### src/rcg_pkg.sv
// Package of the remote command gate: command codes, register map, timing.
// Assumes a single 25 MHz system clock and a classic Wishbone register slave.
package rcg_pkg;
    // ==========================================================
    // Timing
    localparam int CLK_HZ = 25_000_000;
    localparam int PULSE_MIN_MS = 25;
    // Least time, so round up to whole cycles
    localparam int FILTER_CYC = (PULSE_MIN_MS * CLK_HZ + 999) / 1000;

    // ==========================================================
    // Sizes
    localparam int N_CMD = 14;
    localparam int SEL_W = 4;
    localparam int N_ARM = 16;

    // ==========================================================
    // Command codes, also the bit index on the remote command pins
    typedef enum logic [3:0] {
        CMD_DRIVE_ENERGIZE = 4'h0,
        CMD_DRIVE_DEENERGIZE = 4'h1,
        CMD_FULL_POWER_REQUEST = 4'h2,
        CMD_REDUCED_POWER_REQUEST = 4'h3,
        CMD_CALIBRATE = 4'h4,
        CMD_RETURN_ORIGIN = 4'h5,
        CMD_START = 4'h6,
        CMD_PAUSE = 4'h7,
        CMD_RESUME = 4'h8,
        CMD_KILL_ALL_TASKS = 4'h9,
        CMD_RESET = 4'hA,
        CMD_RECOVER = 4'hB,
        CMD_HALT = 4'hC,
        CMD_RESTART = 4'hD
    } rcg_cmd_t;

    // Dispatcher states
    typedef enum logic [1:0] {
        ST_IDLE = 2'b01,
        ST_BUSY = 2'b10
    } rcg_state_t;

    // ==========================================================
    // Register map
    localparam logic [7:0] REG_CTRL = 8'h00;
    localparam logic [7:0] REG_STATUS = 8'h04;
    localparam logic [7:0] REG_DRIVE = 8'h08;
    localparam logic [7:0] REG_CAL = 8'h0C;
    localparam int CTRL_EN_BIT = 0;
    localparam logic CTRL_EN_RST = 1'b1;
    localparam int ST_ERR_BIT = 0;
    localparam int ST_BUSY_BIT = 1;
    localparam int ST_RUN_BIT = 2;
    localparam int ST_PAUSED_BIT = 3;
    localparam int ST_MULTI_BIT = 4;
    localparam int ST_ARM_LSB = 8;
    localparam int ST_GRP_LSB = 12;
    localparam int HI_HALF_LSB = 16;
endpackage

### src/rcg_cmd_if.sv
// Interface carrying the qualified remote command lines and select codes.
// Assumes rcg_pkg is compiled first; one source and one sink on one clock.
interface rcg_cmd_if;
    logic [rcg_pkg::N_CMD-1:0] cmd;
    logic [rcg_pkg::SEL_W-1:0] arm;
    logic [rcg_pkg::SEL_W-1:0] grp;
    modport src (output cmd, output arm, output grp);
    modport dst (input cmd, input arm, input grp);
endinterface

### src/rcg_sync3.sv
// Three-stage synchroniser for pin inputs, one chain per bit.
// Assumes asynchronous pins; output changes only once stages two and three agree.
module rcg_sync3 #(
    parameter int W = 1
) (
    // Clock and reset
    input wire logic clk_i,
    input wire logic rst_i,
    // Data
    input wire logic [W-1:0] d_i,
    output logic [W-1:0] q_o
);
    logic [W-1:0] s1;
    logic [W-1:0] s2;
    logic [W-1:0] s3;

    // ==========================================================
    // Chain; the first stage feeds only the second
    always_ff @(posedge clk_i) begin
        if (rst_i) begin
            s1 <= '0;
            s2 <= '0;
            s3 <= '0;
        end else begin
            s1 <= d_i;
            s2 <= s1;
            s3 <= s2;
        end
    end

    // Take the value where two and three agree, hold otherwise
    always_ff @(posedge clk_i) begin
        if (rst_i) begin
            q_o <= '0;
        end else begin
            q_o <= (s2 & s3) | (q_o & (s2 | s3));
        end
    end
endmodule

### src/rcg_pulse_qual.sv
// Pulse width qualifier: passes the command and select vector on only once
// it has stood unchanged for FILT cycles. Assumes synchronised inputs.
module rcg_pulse_qual #(
    parameter int W = rcg_pkg::N_CMD + 2 * rcg_pkg::SEL_W,
    parameter int FILT = rcg_pkg::FILTER_CYC
) (
    // Clock and reset
    input wire logic clk_i,
    input wire logic rst_i,
    // Synchronised {group, arm, commands}
    input wire logic [W-1:0] d_i,
    // Qualified lines
    rcg_cmd_if.src q
);
    import rcg_pkg::*;
    localparam int CW = $clog2(FILT + 1);
    localparam logic [CW-1:0] LAST_CNT = CW'(FILT - 1);

    logic [W-1:0] last;
    logic [CW-1:0] cnt;
    logic take;

    assign take = (d_i == last) && (cnt == LAST_CNT);

    // ==========================================================
    // Stability counter; any change restarts it, so short pulses vanish
    always_ff @(posedge clk_i) begin
        if (rst_i) begin
            last <= '0;
            cnt <= '0;
        end else if (d_i != last) begin
            last <= d_i;
            cnt <= '0;
        end else if (cnt != LAST_CNT) begin
            cnt <= cnt + CW'(1);
        end
    end

    // Qualified vector, selects taken together with the commands
    always_ff @(posedge clk_i) begin
        if (rst_i) begin
            q.cmd <= '0;
            q.arm <= '0;
            q.grp <= '0;
        end else if (take) begin // RQ20
            {q.grp, q.arm, q.cmd} <= last;
        end
    end
endmodule

### src/rcg_gate.sv
// Remote command gate: accepts remote discrete commands, checks them
// against task and error state, and dispatches them to the controller core.
// Assumes remote pins are asynchronous and the core signals are on clk_i.
//
// How it works
// RQ1: Energize drives of chosen arm if deenergize line idle; refused while tasks run.
// RQ2: Deenergize turns chosen arm's drives off, blocks energize; refused while tasks run.
// RQ3: Full power needs drives on and reduced line idle; refused while tasks run.
// RQ4: Reduced power leaves full power, blocks full power; refused while tasks run.
// RQ5: Calibrate and return to origin act on chosen arm; refused while tasks run.
// RQ6: Start launches the selected program set; refused while tasks run.
// RQ7: Pause suspends pausable tasks; accepted only while tasks run.
// RQ8: Resume continues paused tasks; accepted only while tasks run.
// RQ9: Kill all tasks is accepted whatever the task state.
// RQ10: While error is on only reset is accepted; reset clears the error.
// RQ11: After an error every other command is refused until reset.
// RQ12: Arm select is a 4-bit binary code; code N picks arm N+1.
// RQ13: Arm select steers arm commands and the per-arm status outputs.
// RQ14: Start uses program set code from four select lines, set = code + 1.
// RQ15: Select lines read OFF as 0, ON as 1, weight 1 is the LSB.
// RQ16: Recover starts position recovery once the safeguard is closed again.
// RQ17: Halt and restart stop or reboot the controller; refused while tasks run.
// RQ18: Remote side should watch the error output and use reset.
// RQ19: Remote side drives one command at a time; several raise an error.
// RQ20: Pulses shorter than 25 ms are ignored.
// RQ21: Command in cycle stays on while an accepted command executes.
// RQ22: Inputs are synchronised; each command acts once, on its rising edge.
//
// The address map and the Wishbone interface to the registers were left to the implementer.
module rcg_gate #(
    parameter int FILTER_CYCLES = rcg_pkg::FILTER_CYC
) (
    // Clock and reset
    input wire logic clk_i,
    input wire logic rst_i,
    // Wishbone slave
    input wire logic wb_cyc_i,
    input wire logic wb_stb_i,
    input wire logic wb_we_i,
    input wire logic [7:0] wb_adr_i,
    input wire logic [3:0] wb_sel_i,
    input wire logic [31:0] wb_dat_i,
    output logic [31:0] wb_dat_o,
    output logic wb_ack_o,
    // Remote pins
    input wire logic [rcg_pkg::N_CMD-1:0] remote_cmd_i,
    input wire logic [rcg_pkg::SEL_W-1:0] arm_select_i,
    input wire logic [rcg_pkg::SEL_W-1:0] prog_set_select_i,
    // Controller core state
    input wire logic tasks_running_i,
    input wire logic paused_i,
    input wire logic safeguard_closed_i,
    input wire logic op_done_i,
    input wire logic fault_i,
    // Dispatch to the core
    output logic exec_valid_o,
    output rcg_pkg::rcg_cmd_t exec_code_o,
    output logic [rcg_pkg::SEL_W-1:0] exec_arm_o,
    output logic [rcg_pkg::SEL_W-1:0] exec_group_o,
    // Remote status
    output logic command_in_cycle_o,
    output logic error_o,
    output logic remote_ready_o,
    output logic motor_mode_o,
    output logic power_mode_o,
    output logic calibration_done_o,
    output logic at_origin_o,
    output logic [rcg_pkg::SEL_W-1:0] active_arm_code_o
);
    import rcg_pkg::*;

    localparam int SW = N_CMD + 2 * SEL_W;

    logic [SW-1:0] sync_all;
    logic [N_CMD-1:0] prev_cmd;
    logic [N_CMD-1:0] rise;
    logic multi;
    logic ok;
    logic err_set;
    logic multi_err;
    logic ctrl_en;
    logic wb_hit;
    logic [31:0] rd_data;
    logic [N_ARM-1:0] motor_mode;
    logic [N_ARM-1:0] power_mode;
    logic [N_ARM-1:0] cal_done;
    logic [N_ARM-1:0] at_origin;
    rcg_cmd_t code;
    rcg_state_t state;
    rcg_state_t next_state;

    rcg_cmd_if cif();

    // ==========================================================
    // Input conditioning
    // Commands and selects share one chain so the codes line up with the edge
    rcg_sync3 #(.W(SW)) u_sync (
        .clk_i(clk_i),
        .rst_i(rst_i),
        .d_i({prog_set_select_i, arm_select_i, remote_cmd_i}), // RQ22
        .q_o(sync_all)
    );

    rcg_pulse_qual #(.W(SW), .FILT(FILTER_CYCLES)) u_qual (
        .clk_i(clk_i),
        .rst_i(rst_i),
        .d_i(sync_all),
        .q(cif.src)
    );

    // ==========================================================
    // Edge detection; a held line acts only once
    always_ff @(posedge clk_i) begin
        if (rst_i) begin
            prev_cmd <= '0;
        end else begin
            prev_cmd <= cif.cmd;
        end
    end

    function automatic rcg_cmd_t first_bit(input logic [N_CMD-1:0] v);
        rcg_cmd_t c;
        c = CMD_DRIVE_ENERGIZE;
        for (int i = N_CMD - 1; i >= 0; i--) begin
            if (v[i]) begin
                c = rcg_cmd_t'(4'(i));
            end
        end
        return c;
    endfunction

    assign rise = cif.cmd & ~prev_cmd; // RQ22
    assign multi = (cif.cmd & (cif.cmd - N_CMD'(1))) != '0;
    assign code = first_bit(rise);

    // ==========================================================
    // Acceptance; several lines at once are never executed
    always_comb begin
        ok = 1'b0;
        if (!(|rise) || multi) begin
            ok = 1'b0;
        end else if (error_o) begin
            ok = (code == CMD_RESET); // RQ10 RQ11
        end else if (!ctrl_en) begin
            ok = 1'b0;
        end else if (state == ST_BUSY) begin
            ok = (code == CMD_KILL_ALL_TASKS); // RQ9
        end else begin
            unique case (code)
                CMD_DRIVE_ENERGIZE: begin
                    ok = !tasks_running_i && !cif.cmd[CMD_DRIVE_DEENERGIZE]; // RQ1
                end
                CMD_FULL_POWER_REQUEST: begin
                    ok = !tasks_running_i && motor_mode[cif.arm] && !cif.cmd[CMD_REDUCED_POWER_REQUEST]; // RQ3
                end
                CMD_DRIVE_DEENERGIZE, CMD_REDUCED_POWER_REQUEST: begin
                    ok = !tasks_running_i; // RQ2 RQ4
                end
                CMD_CALIBRATE, CMD_RETURN_ORIGIN, CMD_START: begin
                    ok = !tasks_running_i; // RQ5 RQ6
                end
                CMD_HALT, CMD_RESTART: begin
                    ok = !tasks_running_i; // RQ17
                end
                CMD_PAUSE, CMD_RESUME: begin
                    ok = tasks_running_i; // RQ7 RQ8
                end
                CMD_KILL_ALL_TASKS, CMD_RESET: begin
                    ok = 1'b1; // RQ9
                end
                CMD_RECOVER: begin
                    ok = safeguard_closed_i; // RQ16
                end
                default: begin
                    ok = 1'b0;
                end
            endcase
        end
    end

    // ==========================================================
    // Error flag; a new fault beats a reset in the same cycle
    assign err_set = ((|rise) && multi) || fault_i;

    always_ff @(posedge clk_i) begin
        if (rst_i) begin
            error_o <= 1'b0;
            multi_err <= 1'b0;
        end else if (err_set) begin
            error_o <= 1'b1; // RQ11 RQ19
            multi_err <= multi_err || ((|rise) && multi);
        end else if (ok && code == CMD_RESET) begin
            error_o <= 1'b0; // RQ10
            multi_err <= 1'b0;
        end
    end

    // ==========================================================
    // Dispatcher: busy from acceptance until the core reports completion
    always_comb begin
        unique case (state)
            ST_IDLE: next_state = ok ? ST_BUSY : ST_IDLE;
            ST_BUSY: next_state = (op_done_i && !ok) ? ST_IDLE : ST_BUSY;
        endcase
    end

    always_ff @(posedge clk_i) begin
        if (rst_i) begin
            state <= ST_IDLE;
            command_in_cycle_o <= 1'b0;
        end else begin
            state <= next_state;
            command_in_cycle_o <= (next_state == ST_BUSY); // RQ21
        end
    end

    // Command strobe with the codes sampled at the edge
    always_ff @(posedge clk_i) begin
        if (rst_i) begin
            exec_valid_o <= 1'b0;
            exec_code_o <= CMD_DRIVE_ENERGIZE;
            exec_arm_o <= '0;
            exec_group_o <= '0;
        end else begin
            exec_valid_o <= ok;
            if (ok) begin
                exec_code_o <= code;
                exec_arm_o <= cif.arm; // RQ12 RQ13
                exec_group_o <= cif.grp; // RQ14 RQ15
            end
        end
    end

    // ==========================================================
    // Per-arm user settings; they record the request, not the live drive
    always_ff @(posedge clk_i) begin
        if (rst_i) begin
            motor_mode <= '0;
            power_mode <= '0;
        end else if (ok) begin
            if (code == CMD_DRIVE_ENERGIZE) begin
                motor_mode[cif.arm] <= 1'b1; // RQ1
            end
            if (code == CMD_DRIVE_DEENERGIZE) begin
                motor_mode[cif.arm] <= 1'b0; // RQ2
            end
            if (code == CMD_FULL_POWER_REQUEST) begin
                power_mode[cif.arm] <= 1'b1; // RQ3
            end
            if (code == CMD_REDUCED_POWER_REQUEST) begin
                power_mode[cif.arm] <= 1'b0; // RQ4
            end
        end
    end

    // Calibration and origin flags are set when the core finishes the move
    always_ff @(posedge clk_i) begin
        if (rst_i) begin
            cal_done <= '0;
            at_origin <= '0;
        end else if (state == ST_BUSY && op_done_i && !ok) begin
            if (exec_code_o == CMD_CALIBRATE) begin
                cal_done[exec_arm_o] <= 1'b1; // RQ5
            end
            if (exec_code_o == CMD_RETURN_ORIGIN) begin
                at_origin[exec_arm_o] <= 1'b1; // RQ5
            end
        end
    end

    // Status of the currently selected arm
    always_ff @(posedge clk_i) begin
        if (rst_i) begin
            motor_mode_o <= 1'b0;
            power_mode_o <= 1'b0;
            calibration_done_o <= 1'b0;
            at_origin_o <= 1'b0;
            active_arm_code_o <= '0;
            remote_ready_o <= 1'b0;
        end else begin
            motor_mode_o <= motor_mode[cif.arm]; // RQ13
            power_mode_o <= power_mode[cif.arm];
            calibration_done_o <= cal_done[cif.arm];
            at_origin_o <= at_origin[cif.arm];
            active_arm_code_o <= cif.arm; // RQ12
            remote_ready_o <= ctrl_en && !error_o;
        end
    end

    // ==========================================================
    // Wishbone slave: one wait state, unmapped reads return zero
    assign wb_hit = wb_cyc_i && wb_stb_i && !wb_ack_o;

    always_comb begin
        rd_data = 32'h00000000;
        case (wb_adr_i)
            REG_CTRL: rd_data[CTRL_EN_BIT] = ctrl_en;
            REG_STATUS: begin
                rd_data[ST_ERR_BIT] = error_o;
                rd_data[ST_BUSY_BIT] = command_in_cycle_o;
                rd_data[ST_RUN_BIT] = tasks_running_i;
                rd_data[ST_PAUSED_BIT] = paused_i;
                rd_data[ST_MULTI_BIT] = multi_err;
                rd_data[ST_ARM_LSB +: SEL_W] = cif.arm;
                rd_data[ST_GRP_LSB +: SEL_W] = cif.grp;
            end
            REG_DRIVE: rd_data = {power_mode, motor_mode};
            REG_CAL: rd_data = {at_origin, cal_done};
            default: rd_data = 32'h00000000;
        endcase
    end

    always_ff @(posedge clk_i) begin
        if (rst_i) begin
            wb_ack_o <= 1'b0;
            wb_dat_o <= 32'h00000000;
        end else begin
            wb_ack_o <= wb_hit;
            if (wb_hit && !wb_we_i) begin
                wb_dat_o <= rd_data;
            end
        end
    end

    // Remote enable gates every command except reset during an error
    always_ff @(posedge clk_i) begin
        if (rst_i) begin
            ctrl_en <= CTRL_EN_RST;
        end else if (wb_cyc_i && wb_stb_i && wb_ack_o && wb_we_i && wb_adr_i == REG_CTRL && wb_sel_i[0]) begin
            ctrl_en <= wb_dat_i[CTRL_EN_BIT];
        end
    end
endmodule

### config.mk
export PLATFORM = sky130hd
export DESIGN_NAME = rcg_gate
export DESIGN_NICKNAME = d
export VERILOG_FILES = /design/src/rcg_pkg.sv /design/src/rcg_cmd_if.sv /design/src/rcg_sync3.sv /design/src/rcg_pulse_qual.sv /design/src/rcg_gate.sv
export SDC_FILE = /design/constraint.sdc
export NUM_CORES = 1
export LEC_CHECK = 0
export BUFFER_PORTS_ARGS = -buffer_cell sky130_fd_sc_hd__buf_2
export CORE_ASPECT_RATIO = 0.7
export CORE_MARGIN = 4
export CORE_UTILIZATION = 46
export DETAILED_ROUTE_END_ITERATION = 8
export PLACE_DENSITY = 0.75
export SYNTH_ARGS = -nofsm -noshare
export SYNTH_HDL_FRONTEND = slang
export SYNTH_SLANG_ARGS = --single-unit
### constraint.sdc
create_clock -name clk_i -period 3.2 [get_ports clk_i]
set_input_delay 0.64 -clock clk_i [delete_from_list [all_inputs] [get_ports clk_i]]
set_output_delay 0.64 -clock clk_i [all_outputs]
set_load 0.02 [all_outputs]
Word level (Yosys, flattened, before mapping)
Index checks and enable logic that the tools add are counted.
Cells by class
  reductions and logical operators: 41
  bitwise operators: 14
  add/subtract/negate cells: 2
  eq/ne operators: 25
  mux-type cells: 50
  order comparisons: 4
Operators by type and width (number)
  $mux W16: 8
  $or A16 B16 Y16: 4
  $mux W4: 14
  $and A22 B22 Y22: 2
  $or A22 B22 Y22: 2
  $and A16 B16 Y16: 2
  $pmux W16 S2: 1
  $and A14 B14 Y14: 2
  $eq A4 B3 Y1 const B: 6
  $eq A4 B4 Y1 const B: 6
  $pmux W8 S3: 1
  $eq A22 B22 Y1: 1
  $ne A22 B22 Y1: 1
  $add A20 B1 Y20 const B: 1
  $eq A20 B20 Y1 const B: 1
  $ne A20 B20 Y1 const B: 1
  $logic_and A1 B1 Y1: 19
  $bmux W1 S4: 4
  $eq A8 B4 Y1 const B: 2
  $not A16 Y16: 1
  $not A14 Y14: 1
  $reduce_bool A14 Y1: 1
  $reduce_or A14 Y1: 1
  $sub A14 B1 Y14 const B: 1
  other kinds (23): 53
Storage, ports and cells
  logic and storage cells: 167
  output and inout port bits: 57
  register bits after elaboration: 291

Longest topological paths before layout
Gate-level depths: netlist of run 1.
  depth after elaboration: 28
  depth in mapped cells: 11
  depth with buffers taken out: 8

Modules after synthesis
A second synthesis of run 1 with hierarchy kept.
Unflattened totals
  cells, all modules: 1312
  area total of the unflattened synthesis: 12291.8 sq um
Modules (own cells, without submodules)
  rcg_gate: instances 1, cells an instance 794, area each 7004.2 sq um, sequential area each 2762.6 sq um
  rcg_pulse_qual: instances 1, cells an instance 289, area each 2750.1 sq um, sequential area each 1281.2 sq um
  rcg_sync3: instances 1, cells an instance 229, area each 2537.4 sq um, sequential area each 1761.7 sq um

Worst setup path before layout of run 1
OpenSTA, ideal clock, no wires.
  kind: register to register
  from: reg u_qual.q.cmd[5]
  to: reg exec_arm_o[0] (netlist name)
  setup slack: 0.401 ns
  path buffers: 1
  clock period less this slack: 2.799 ns
  library setup time: 0.121 ns
  data required time: 3.079 ns
  data arrival time: 2.678 ns
  cell stages (with the launch flop): 9
  path through: dfxtp_1 -> nor2b_1 -> or4_1 -> or3_1 -> clkbuf_2 -> a221o_1 -> o22a_4 -> a21o_1 -> mux2_4
On the way
  cells in the longest elaborated chain, start to end: 14
  elaborated cells between the ends (all ways): 35
RTL lines
  from (decl): line rcg_cmd_if.sv:7  | modport src (output cmd, output arm, output grp);
  from (signal assigned): line rcg_pulse_qual.sv:46  | {q.grp, q.arm, q.cmd} <= last;
  $and A14 B14 Y14: line rcg_gate.sv:132  | assign rise = cif.cmd & ~prev_cmd;
  $mux W4 (6 in a row): line rcg_gate.sv:125  | if (v[i]) begin
  $eq A4 B1 Y1, or another cell as far along: line rcg_gate.sv:149  | unique case (code)
  $reduce_or A7 Y1 (no source line) / $reduce_or A2 Y1 (equally long branches)
  $pmux W1 S6: line rcg_gate.sv:149
  $mux W1: line rcg_gate.sv:146  | end else if (state == ST_BUSY) begin
  $mux W1: line rcg_gate.sv:144  | end else if (!ctrl_en) begin
  $mux W1: line rcg_gate.sv:142  | end else if (error_o) begin
  $mux W1 *: line rcg_gate.sv:140  | if (!(|rise) || multi) begin
  to (signal assigned): line rcg_gate.sv:228  | exec_arm_o <= cif.arm;
  to (decl): line rcg_gate.sv:58  | output logic [rcg_pkg::SEL_W-1:0] exec_arm_o,
Mark *: on every way between the ends. The rest lies on a longest branch, timed or not.
A chain may end at the register's enable or synchronous reset.

Final worst setup path of run 1
  from: reg u_qual.q.cmd[9]
  to: reg motor_mode[14]
On the way
  cells in the longest elaborated chain, start to end: 18
  elaborated cells between the ends (all ways): 44
RTL lines
  $and A14 B14 Y14: line rcg_gate.sv:132
  $mux W4 (10 in a row): line rcg_gate.sv:125
  $eq A4 B1 Y1, or another cell as far along: line rcg_gate.sv:149, rcg_gate.sv:244
  $reduce_or A7 Y1 (no source line) / $reduce_or A2 Y1 (equally long branches)
  $pmux W1 S6: line rcg_gate.sv:149
  $mux W1: line rcg_gate.sv:146
  $mux W1: line rcg_gate.sv:144
  $mux W1: line rcg_gate.sv:142
  $mux W1: line rcg_gate.sv:140
  to (signal assigned): line rcg_gate.sv:238  | motor_mode <= '0;
  to (signal, indexed assignment): line rcg_gate.sv:242  | motor_mode[cif.arm] <= 1'b1;
  to (signal, indexed assignment): line rcg_gate.sv:245  | motor_mode[cif.arm] <= 1'b0;
  to (decl): line rcg_gate.sv:84  | logic [N_ARM-1:0] motor_mode;
Parallel ways exist; a longest one is shown, timed or not. The select of a mux whose other input is x is not followed.

==> results.yml, run 1 <==
clock_network:
  htreeDepth: 1
  cts_tree: "yes"
  numCtsBuffers: 27
  cts-root-buf: "clkbuf_16"
  cts_setup_buffers: 0
  clock_sinks: 290
  cts_resized: 0
  clkLatencyLatePin_ns: 0.55
  clk_pin_slew_ns: 0.07
  clockBufferDepth: 3
  cts-hold-fix-buffers: 0
synth:
  synth_warnings: 0
  synth_top_family_by_area: "simple AND/OR/NAND/NOR gates"
  synth_xor_area_share_pct: 2.96
  async_flop_share_pct: 0
  synth_compound_area_share_pct: 14.0
  ys_types: 61
  synth_enable_flop_cells: 0
  synth_top_area_cell: "dfxtp_1"
  synthFlopType: "dfxtp_1"
  syn_area_per_cell_um2: 9.61
  synthAdderAreaFrac_pct: 0.190
  synthSimpleGateAreaFrac_pct: 20.2
  syn_nets: 1308
  synth_seq_cells: 290
  synthDominantCellAreaShare_pct: 49.1
  yosysSeqAreaShare_pct: 49.1
  synthCells: 1231
  syn_area_mm2: 0.0118
  synth.area.top_cells: "dfxtp_1, nor2b_1, nor2_1"
  synthMuxAreaShare_pct: 9.88
drt:
  viasPerCell: 5.65
  drc_errors: 0
  first_pass_iters: 6
  routedWlPerCell_um: 17.9
  antenna_left: 0
  vias: 9351
  first_iter_violations: 1130
  drt-total-wl_um: 29600
sta:
  setup_viol: 0
  worst_clock_skew_ns: 0.0141
  finalMaxSlewViolations: 0
  hold_viol_final: 0
  rsz0062_at_grt: "no"
  fin_tns_setup_ns: 0
  worst_pin_slew_ns: 0.880
  finalCriticalPeriod_ns: 3.05
  fmax_mhz: 328
  relSlewSlack_pct: 41.2
  post-route-period-util_pct: 95.2
floorplan:
  placeableCoreArea_mm2: 0.0250
  initial_core_util_pct: 47.3
  fp.dieArea_mm2: 0.0284
  fp.dieW_um: 200
  ioPinCount: 133
  die_y_um: 142
  rows: 48
min_path:
  min_path_cells: 2
  hp-class: "primary input to flip-flop"
  worstHoldEndpoint: "u_sync.s1[15]"
  min-delay-start: "arm_select_i[1]"
worst_setup_path:
  cp.arrival_ns: 3.51
  startpoint_type: "flip-flop"
  rr_endpoint: "motor_mode[14]"
  crit_type: "flip-flop to flip-flop"
  rr_worst_depth: 9
  worst-path-max-fanout: 34
  crit_required_ns: 3.66
  regToRegStartpoint: "u_qual.q.cmd[9]"
  end_kind: "flip-flop"
  rrSetupSlack_ns: 0.15
placed_design:
  port_buffers: 98
  routabilityCongestion: 0.955
  hpwl_um: 20900
final_layout:
  area_growth_pct: 15.3
  drive_above_1_share_pct: 17.6
  insertedDiodeCount: 0
  final_util_pct: 54.6
  finalNetCount: 1389
  final_cell_mix: "dfxtp_1, nor2_1, nor2b_1"
  final_common_cell: "dfxtp_1"
power_and_ir_drop:
  ir_drop_mv: 0.381
  p_leak_nw: 5.40
  total_power_mw: 7.15
  p_per_area_mw_per_mm2: 524
global_routing:
  grt.overflow.total: 0
  antenna_found_initial: 0
  grt_usage_pct: 20.4
  grt_pass1_wl_um: 46900
  grt_max_degree: 116
  grt_pass1_vias: 8571
flow_run:
  drv_cap: 0
status:
  status: "finished, final reports clean"
## critical path: stages (launching register included)
cell and delay [ns]:
dfxtp_1 0.36, nor2b_1 0.22, o31ai_1 0.53, a222oi_1 0.19, buf_4 0.22, a2111o_1 0.38, and4b_1 0.26, buf_12 0.18
o2111ai_1 0.34, mux2i_1 0.28
## layer usage
layer | routed length (um) | vias up | global-route usage [%]
li1 | - | 4505 | -
met1 | 14100 | 4388 | 31.7
met2 | 12000 | 414 | 28.0
met3 | 3050 | 44 | 6.01
met4 | 485 | 0 | 4.18
met5 | 0 | - | 0
## cells by family after synthesis
| logic type | after synthesis |
|---|---|
| xor+xnor | 40 |
| fa+ha+maj | 2 |
| compound gates | 229 |
| buf+inv | 107 |
| simple gates | 475 |
| mux | 88 |
| flops | 290 |
## cell type report
class | instances | area [um^2]
clock buffer | 39 | 771
timing repair buffer | 136 | 832
fill | 2222 | 11400
tap | 325 | 407
inverter | 23 | 86.3
clock inverter | 7 | 128
sequential | 290 | 5810
multi-input combinational | 834 | 5600
## report_power, final
group	internal [mW]	leakage (nW)	switching (mW)
sequential	3.65	2.35	0.0207
combinational	0.0712	2.61	0.139
clock	1.91	0.437	1.35
total	5.64	5.40	1.51
## stage by stage
stage | instances | hold slack (ns) | area, um^2 | setup WS, ns
after global routing | 1654 | 0.285 | 13600 | 0.0336
after global placement | 1608 | 0.418 | 12700 | 0.182
after detailed placement | 1608 | 0.423 | 12700 | 0.142
after CTS | 1654 | 0.273 | 13600 | 0.108
final | 1654 | 0.301 | 13600 | 0.152
after floorplan | 1231 | 0.414 | 11800 | 0.401
## registers in the layout, indices dropped and copies added, names as in the netlist, 4 cells and up
signal,flops
motor_mode,16
cal_done,16
exec_code_o,4
u_qual.cnt,20
u_qual.last,22
power_mode,16
active_arm_code_o,4
u_qual.q.cmd,14
exec_arm_o,4
exec_group_o,4
prev_cmd,14
wb_dat_o,32
u_sync.s2,22
u_sync.q_o,22
u_qual.q.grp,4
u_qual.q.arm,4
u_sync.s3,22
at_origin,16
u_sync.s1,22
## worst max-delay path by stage
stage	start	end	slack [ns]	cells after the start
2_1_floorplan	u_qual.q.cmd[5]	exec_arm_o[0]	0.40	8
3_3_place_gp	u_qual.q.arm[1]	exec_group_o[0]	0.18	9
3_5_place_dp	u_qual.q.arm[1]	exec_group_o[0]	0.14	9
4_1_cts	u_qual.q.arm[1]	exec_group_o[3]	0.11	9
5_1_grt	u_qual.q.arm[3]	exec_group_o[3]	0.03	9
6_report	u_qual.q.cmd[9]	motor_mode[14]	0.15	9
## cell usage after synthesis (4+ instances only)
cell         n
buf_1       11
or2_2        5
dfxtp_1    290
nor2b_1    125
buf_6        4
nand4_1      8
o2bb2ai_1   32
a22oi_1     32
inv_1       23
mux2_2      18
nand2b_1    16
and3_1       5
clkbuf_1    63
nor2_1     128
and2_1       8
or3_1        6
nand2_1     90
a21oi_1     45
nor4_1      12
buf_2        4
xor2_1      28
mux2i_1     47
xnor2_1     12
nand3_1     46
o2111ai_1   33
a221oi_1    16
nor3_1      11
mux4_2      20
o21ai_0     45
Note: power is estimated with default switching activity, not from simulation.
==> inputs of run 2 (changes only) <==
- ABC_AREA: default -> 1
- CORE_UTILIZATION: 46 -> 55
- PLACE_DENSITY: 0.75 -> 0.86
==> results.yml, run 2 <==
clock_network:
  numCtsBuffers: 26
  htreeDepth: 1
  cts_tree: "yes"
  clockBufferDepth: 3
  cts-root-buf: "clkbuf_16"
  clk_pin_slew_ns: 0.07
  clkLatencyLatePin_ns: 0.54
  clock_sinks: 290
  cts-hold-fix-buffers: 0
  cts_setup_buffers: 0
  cts_resized: 0
sta:
  worst_clock_skew_ns: 0.0126
  rsz0062_at_grt: "no"
  finalCriticalPeriod_ns: 3.03
  post-route-period-util_pct: 94.7
  relSlewSlack_pct: 32.2
  fmax_mhz: 330
  setup_viol: 0
  worst_pin_slew_ns: 1.02
  hold_viol_final: 0
  finalMaxSlewViolations: 0
  fin_tns_setup_ns: 0
  setup_ws_ns: 0.168
floorplan:
  initial_core_util_pct: 56.3
  rows: 44
  die_y_um: 130
  ioPinCount: 133
  placeableCoreArea_mm2: 0.0209
  fp.dieW_um: 183
  fp.dieArea_mm2: 0.0239
power_and_ir_drop:
  p_per_area_mw_per_mm2: 554
  total_power_mw: 7.51
  ir_drop_mv: 0.440
  p_leak_nw: 5.41
synth:
  synthFlopType: "dfxtp_1"
  yosys-top-cells-count: "dfxtp_1, nor2_1, inv_1"
  syn_nets: 1668
  synth_warnings: 0
  synthCells: 1591
  syn_area_mm2: 0.0118
  post-synth-top-count-cell: "dfxtp_1"
  synth_top_area_cell: "dfxtp_1"
  async_flop_share_pct: 0
  yosysSeqAreaShare_pct: 49.3
  synthDominantCellAreaShare_pct: 49.3
  synth_seq_cells: 290
  ys_types: 43
  synth_enable_flop_cells: 0
  synth.area.top_cells: "dfxtp_1, nor2_1, inv_1"
  syn_area_per_cell_um2: 7.41
drt:
  wl_met3_um: 3370
  first_iter_violations: 1438
  antenna_left: 0
  drt-total-wl_um: 32200
  wl_met2_um: 13700
  first_pass_iters: 7
  viasPerCell: 5.59
  met1Wirelength_um: 14200
  routedWlPerCell_um: 16.3
  highest_layer: "met5"
  vias: 11012
  drc_errors: 0
final_layout:
  final_common_cell: "dfxtp_1"
  drive_above_1_share_pct: 12.4
  insertedDiodeCount: 0
  area_growth_pct: 14.9
  regMostFlops: "wb_dat_o"
  finalNetCount: 1753
  largest_register_ffs: 32
  fin_cells: 1971
  final_cell_mix: "dfxtp_1, nor2_1, inv_1"
global_routing:
  grt.overflow.total: 0
  grt_pass1_wl_um: 51100
  antenna_found_initial: 0
  grt_max_degree: 88
  grt_pass1_vias: 10290
  grt_usage_pct: 26.1
worst_setup_path:
  startpoint_type: "flip-flop"
  rr_worst_depth: 13
  rrSetupSlack_ns: 0.17
  worst-path-max-fanout: 56
  cp.arrival_ns: 3.46
  end_kind: "flip-flop"
  rr_endpoint: "exec_group_o[3]"
  crit_type: "flip-flop to flip-flop"
  regToRegStartpoint: "u_qual.q.cmd[0]"
  crit_required_ns: 3.62
placed_design:
  port_buffers: 98
  hpwl_um: 21800
  dpl.cell_count: 1924
  routabilityCongestion: 0.952
  pre_cts_slack_ns: 0.364
min_path:
  min-delay-start: "remote_cmd_i[11]"
  hp-class: "primary input to flip-flop"
  worstHoldEndpoint: "u_sync.s1[11]"
  min_path_cells: 3
flow_run:
  drv_cap: 0
status:
  status: "finished, final reports clean"
[run 2: cell count changes in the layout (fill, tap and decap cells not counted), sizes merged, moves of 28 or more]
cell,before,now
a22oi,32,4
o22ai,3,37
nand2,90,208
a21oi,46,139
nor2b,125,0
o2111ai,33,0
inv,24,260
o21ai,45,117
mux2i,47,1
o2bb2ai,32,0
nor2,128,260
[run 2: where the power goes]
| part | total (mW) | switching (mW) | internal, mW |
|---|---|---|---|
| sequential | 3.69 | 0.0286 | 3.66 |
| combinational | 0.225 | 0.152 | 0.0731 |
| clock | 3.59 | 1.40 | 2.19 |
[run 2: cell type report]
class                   instances  area, um^2
multi-input cells             969        4670
inverters                     262         986
flip-flops and latches        290        5810
clock buffers                  28         678
clock inverters                19         320
fillers                      1712        7370
well taps                     276         345
repair buffers                127         736
[run 2: cell families (layout without fill, tap and decap cells)]
| group | Yosys count | count (layout) | share of synthesized area, % |
|---|---|---|---|
| xor gates and xnor gates | 13 | 13 | 0.966 |
| buffers and inverters | 332 | 436 | 11.1 |
| adders and majority gates | 2 | 2 | 0.202 |
| muxes | 1 | 1 | 0.0849 |
| and+or+nand+nor | 623 | 623 | 22.8 |
| AOI/OAI and AO/OA | 330 | 330 | 15.5 |
| DFF | 290 | 290 | 49.3 |
[run 2: per-layer routing]
layer	up-vias	track usage, %
met5	-	1.60
met4	2	7.75
met3	78	5.92
met2	558	39.9
met1	5057	37.1
li1	5317	-
[run 2: worst max-delay path by stage]
stage	start	to	slack (ns)	depth (start not counted)
after detailed placement	u_qual.q.cmd[0]	power_mode[7]	0.36	14
after global placement	u_qual.q.cmd[0]	power_mode[7]	0.41	14
after floorplan	u_qual.q.cmd[10]	exec_code_o[3]	0.96	27
after global routing	u_qual.q.arm[1]	motor_mode[5]	0.04	18
final	u_qual.q.cmd[0]	exec_group_o[3]	0.17	13
after CTS	u_qual.q.cmd[0]	exec_group_o[3]	0.33	13
[run 2: critical path, stage by stage, from the launching register on]
cell       delay (ns)
dfxtp_1          0.33
nor2_1           0.18
inv_2            0.06
nor3_2           0.14
nand2_1          0.12
nor3_1           0.15
o22ai_1          0.08
a2111oi_0        0.60
nand4_1          0.37
nor2_2           0.24
nand2_4          0.10
buf_12           0.19
o21ai_0          0.26
nor2_1           0.08
[run 2: metrics by stage]
step                cell area (um^2)  util, %  hold slack (ns)
floorplan                      11800        -            0.388
global placement               12500     60.0            0.391
detailed placement             12500     60.0            0.394
CTS                            13500     64.7            0.289
global route                   13500     64.7            0.292
finish                         13500     64.7            0.296
==> inputs of run 3 (changes only) <==
- CELL_PAD_IN_SITES_DETAIL_PLACEMENT: default -> 1
- CELL_PAD_IN_SITES_GLOBAL_PLACEMENT: default -> 2
- CORE_UTILIZATION: 55 -> 33
- PLACE_DENSITY: 0.86 -> 0.88
==> results.yml, run 3 (synthesized netlist as in run 2, its figures left out) <==
clock_network:
  clkLatencyLatePin_ns: 0.57
  cts_setup_buffers: 0
  numCtsBuffers: 30
  cts_tree: "yes"
  cts-root-buf: "clkbuf_16"
  clk_pin_slew_ns: 0.06
  clock_sinks: 290
  clockBufferDepth: 3
  htreeDepth: 1
global_routing:
  grt_pass1_wl_um: 61100
  grt.overflow.total: 0
  antenna_found_initial: 0
  grt_max_degree: 79
  grt_pass1_vias: 11018
  grt_usage_pct: 19.4
worst_setup_path:
  rr_endpoint: "motor_mode[15]"
  worst-path-max-fanout: 14
  end_kind: "flip-flop"
  startpoint_type: "flip-flop"
  rrSetupSlack_ns: 0.30
  worstPathCellList: "nor2_1 -> inv_2 -> nor3_2 -> nand2_1 -> nor2_2 -> nand3_1 -> maj3_2 -> nor3_1 -> nand4_1 -> buf_4 -> nor2_2 -> nand2_4 -> inv_4 -> buf_12 -> nand3_1 -> a21oi_1"
  crit_required_ns: 3.69
  regToRegStartpoint: "u_qual.q.cmd[0]"
  rr_worst_depth: 16
  slowest_delay_ns: 0.34
  cp.arrival_ns: 3.38
  crit_type: "flip-flop to flip-flop"
  crit_start: "u_qual.q.cmd[0]"
  cp-endpoint: "motor_mode[15]"
  cp_slowest_cell: "maj3_2"
final_layout:
  largest_register_ffs: 32
  finalNetCount: 1770
  regMostFlops: "wb_dat_o"
  n_fill_cell: 4419
  final_common_cell: "dfxtp_1"
  drive_above_1_share_pct: 12.7
  insertedDiodeCount: 0
  regArea_mm2: 0.00581
  area_growth_pct: 17.0
  multi_input_area_mm2: 0.00468
  design_area_mm2: 0.0138
  final_cell_mix: "dfxtp_1, nor2_1, inv_1"
sta:
  relSlewSlack_pct: 27.2
  hold_viol_final: 0
  finalMaxSlewViolations: 0
  fmax_mhz: 345
  rsz0062_at_grt: "no"
  fin_hold_ws_ns: 0.268
  setup_ws_ns: 0.304
  post-route-period-util_pct: 90.5
  finalCriticalPeriod_ns: 2.90
  fin_tns_setup_ns: 0
  worst_clock_skew_ns: 0.0144
  setup_viol: 0
  worst_pin_slew_ns: 1.09
power_and_ir_drop:
  ir_drop_mv: 0.497
  p_leak_nw: 5.43
  p_per_area_mw_per_mm2: 517
drt:
  viasPerCell: 4.98
  routedWlPerCell_um: 17.2
  antenna_left: 0
  drt-total-wl_um: 37600
  first_pass_iters: 5
  vias: 10883
  first_iter_violations: 766
  drc_errors: 0
min_path:
  min_path_cells: 3
  hp-class: "primary input to flip-flop"
floorplan:
  placeableCoreArea_mm2: 0.0349
  initial_core_util_pct: 33.7
  die_y_um: 166
  fp.dieArea_mm2: 0.0389
  fp.dieW_um: 234
  rows: 57
  ioPinCount: 133
placed_design:
  pre_cts_slack_ns: 0.356
  routabilityCongestion: 0.866
  post_dp_cell_area_mm2: 0.0129
  hpwl_um: 27600
  port_buffers: 98
status:
  status: "finished, final reports clean"
flow_run:
  drv_cap: 0
==> run 3: cell count changes in the layout (fill, tap and decap cells not counted), sizes merged <==
cell,previous run,this run
clkinv,9,10
inv,260,259
buf,127,140
clkbuf,28,44
bufinv,8,0
clkinvlp,4,0
==> run 3: area by class of cell <==
class | count | share of cell area (%)
clock buffers | 44 | 5.97
repair buffers | 140 | 6.25
multi-input cells | 969 | 33.9
flip-flops and latches | 290 | 42.1
clock inverters | 7 | 0.336
well taps | 472 | 4.28
inverters | 262 | 7.15
==> run 3: critical path: cells and delay by family, from the launching register on <==
family	cells	cell delay (ns)
AO/OA/AOI/OAI	1	0.16
adder cells (fa/ha/maj)	1	0.34
buffers and inverters	4	0.59
flip-flops	1	0.33
AND/OR/NAND/NOR	10	1.40
==> run 3: stage by stage <==
step                      power [mW]  util, %  cells
after floorplan                 3.91        -   1591
after global placement          4.00     37.0   2133
after detailed placement        4.01     37.0   2133
after CTS                       7.24     39.5   2184
after global routing            7.44     39.5   2184
final                           7.13     39.5   2184
==> run 3: per-layer routing <==
layer  vias to the layer above  global-route usage [%]  routed length [um]
met4                         0                    3.20                 604
met3                        47                    3.93                2230
li1                       5335                       -                   -
met2                       245                    29.2               16100
met1                      5256                    29.2               18700
met5                         -                       0                   0
==> run 3: how the worst min path moves through the flow <==
stage | slack, ns | to | startpoint
2_1_floorplan | 0.39 | u_sync.s2[0] | u_sync.s1[0]
3_3_place_gp | 0.39 | u_sync.s2[17] | u_sync.s1[17]
3_5_place_dp | 0.39 | u_sync.s2[11] | u_sync.s1[11]
4_1_cts | 0.24 | u_sync.s1[8] | remote_cmd_i[8]
5_1_grt | 0.26 | u_sync.s1[0] | remote_cmd_i[0]
6_report | 0.27 | u_sync.s1[0] | remote_cmd_i[0]
==> run 3: power breakdown <==
| part | internal (mW) | leakage, nW | total, mW | switching [mW] |
|---|---|---|---|---|
| combinational | 0.0772 | 2.65 | 0.234 | 0.156 |
| clock | 1.77 | 0.429 | 3.21 | 1.44 |
| sequential | 3.66 | 2.35 | 3.69 | 0.0293 |
==> run 3: timing repair <==
item | CTS | global route
setup endpoints to repair | 0 | 6
resized for setup | 0 | 2
hold buffers | 0 | 0
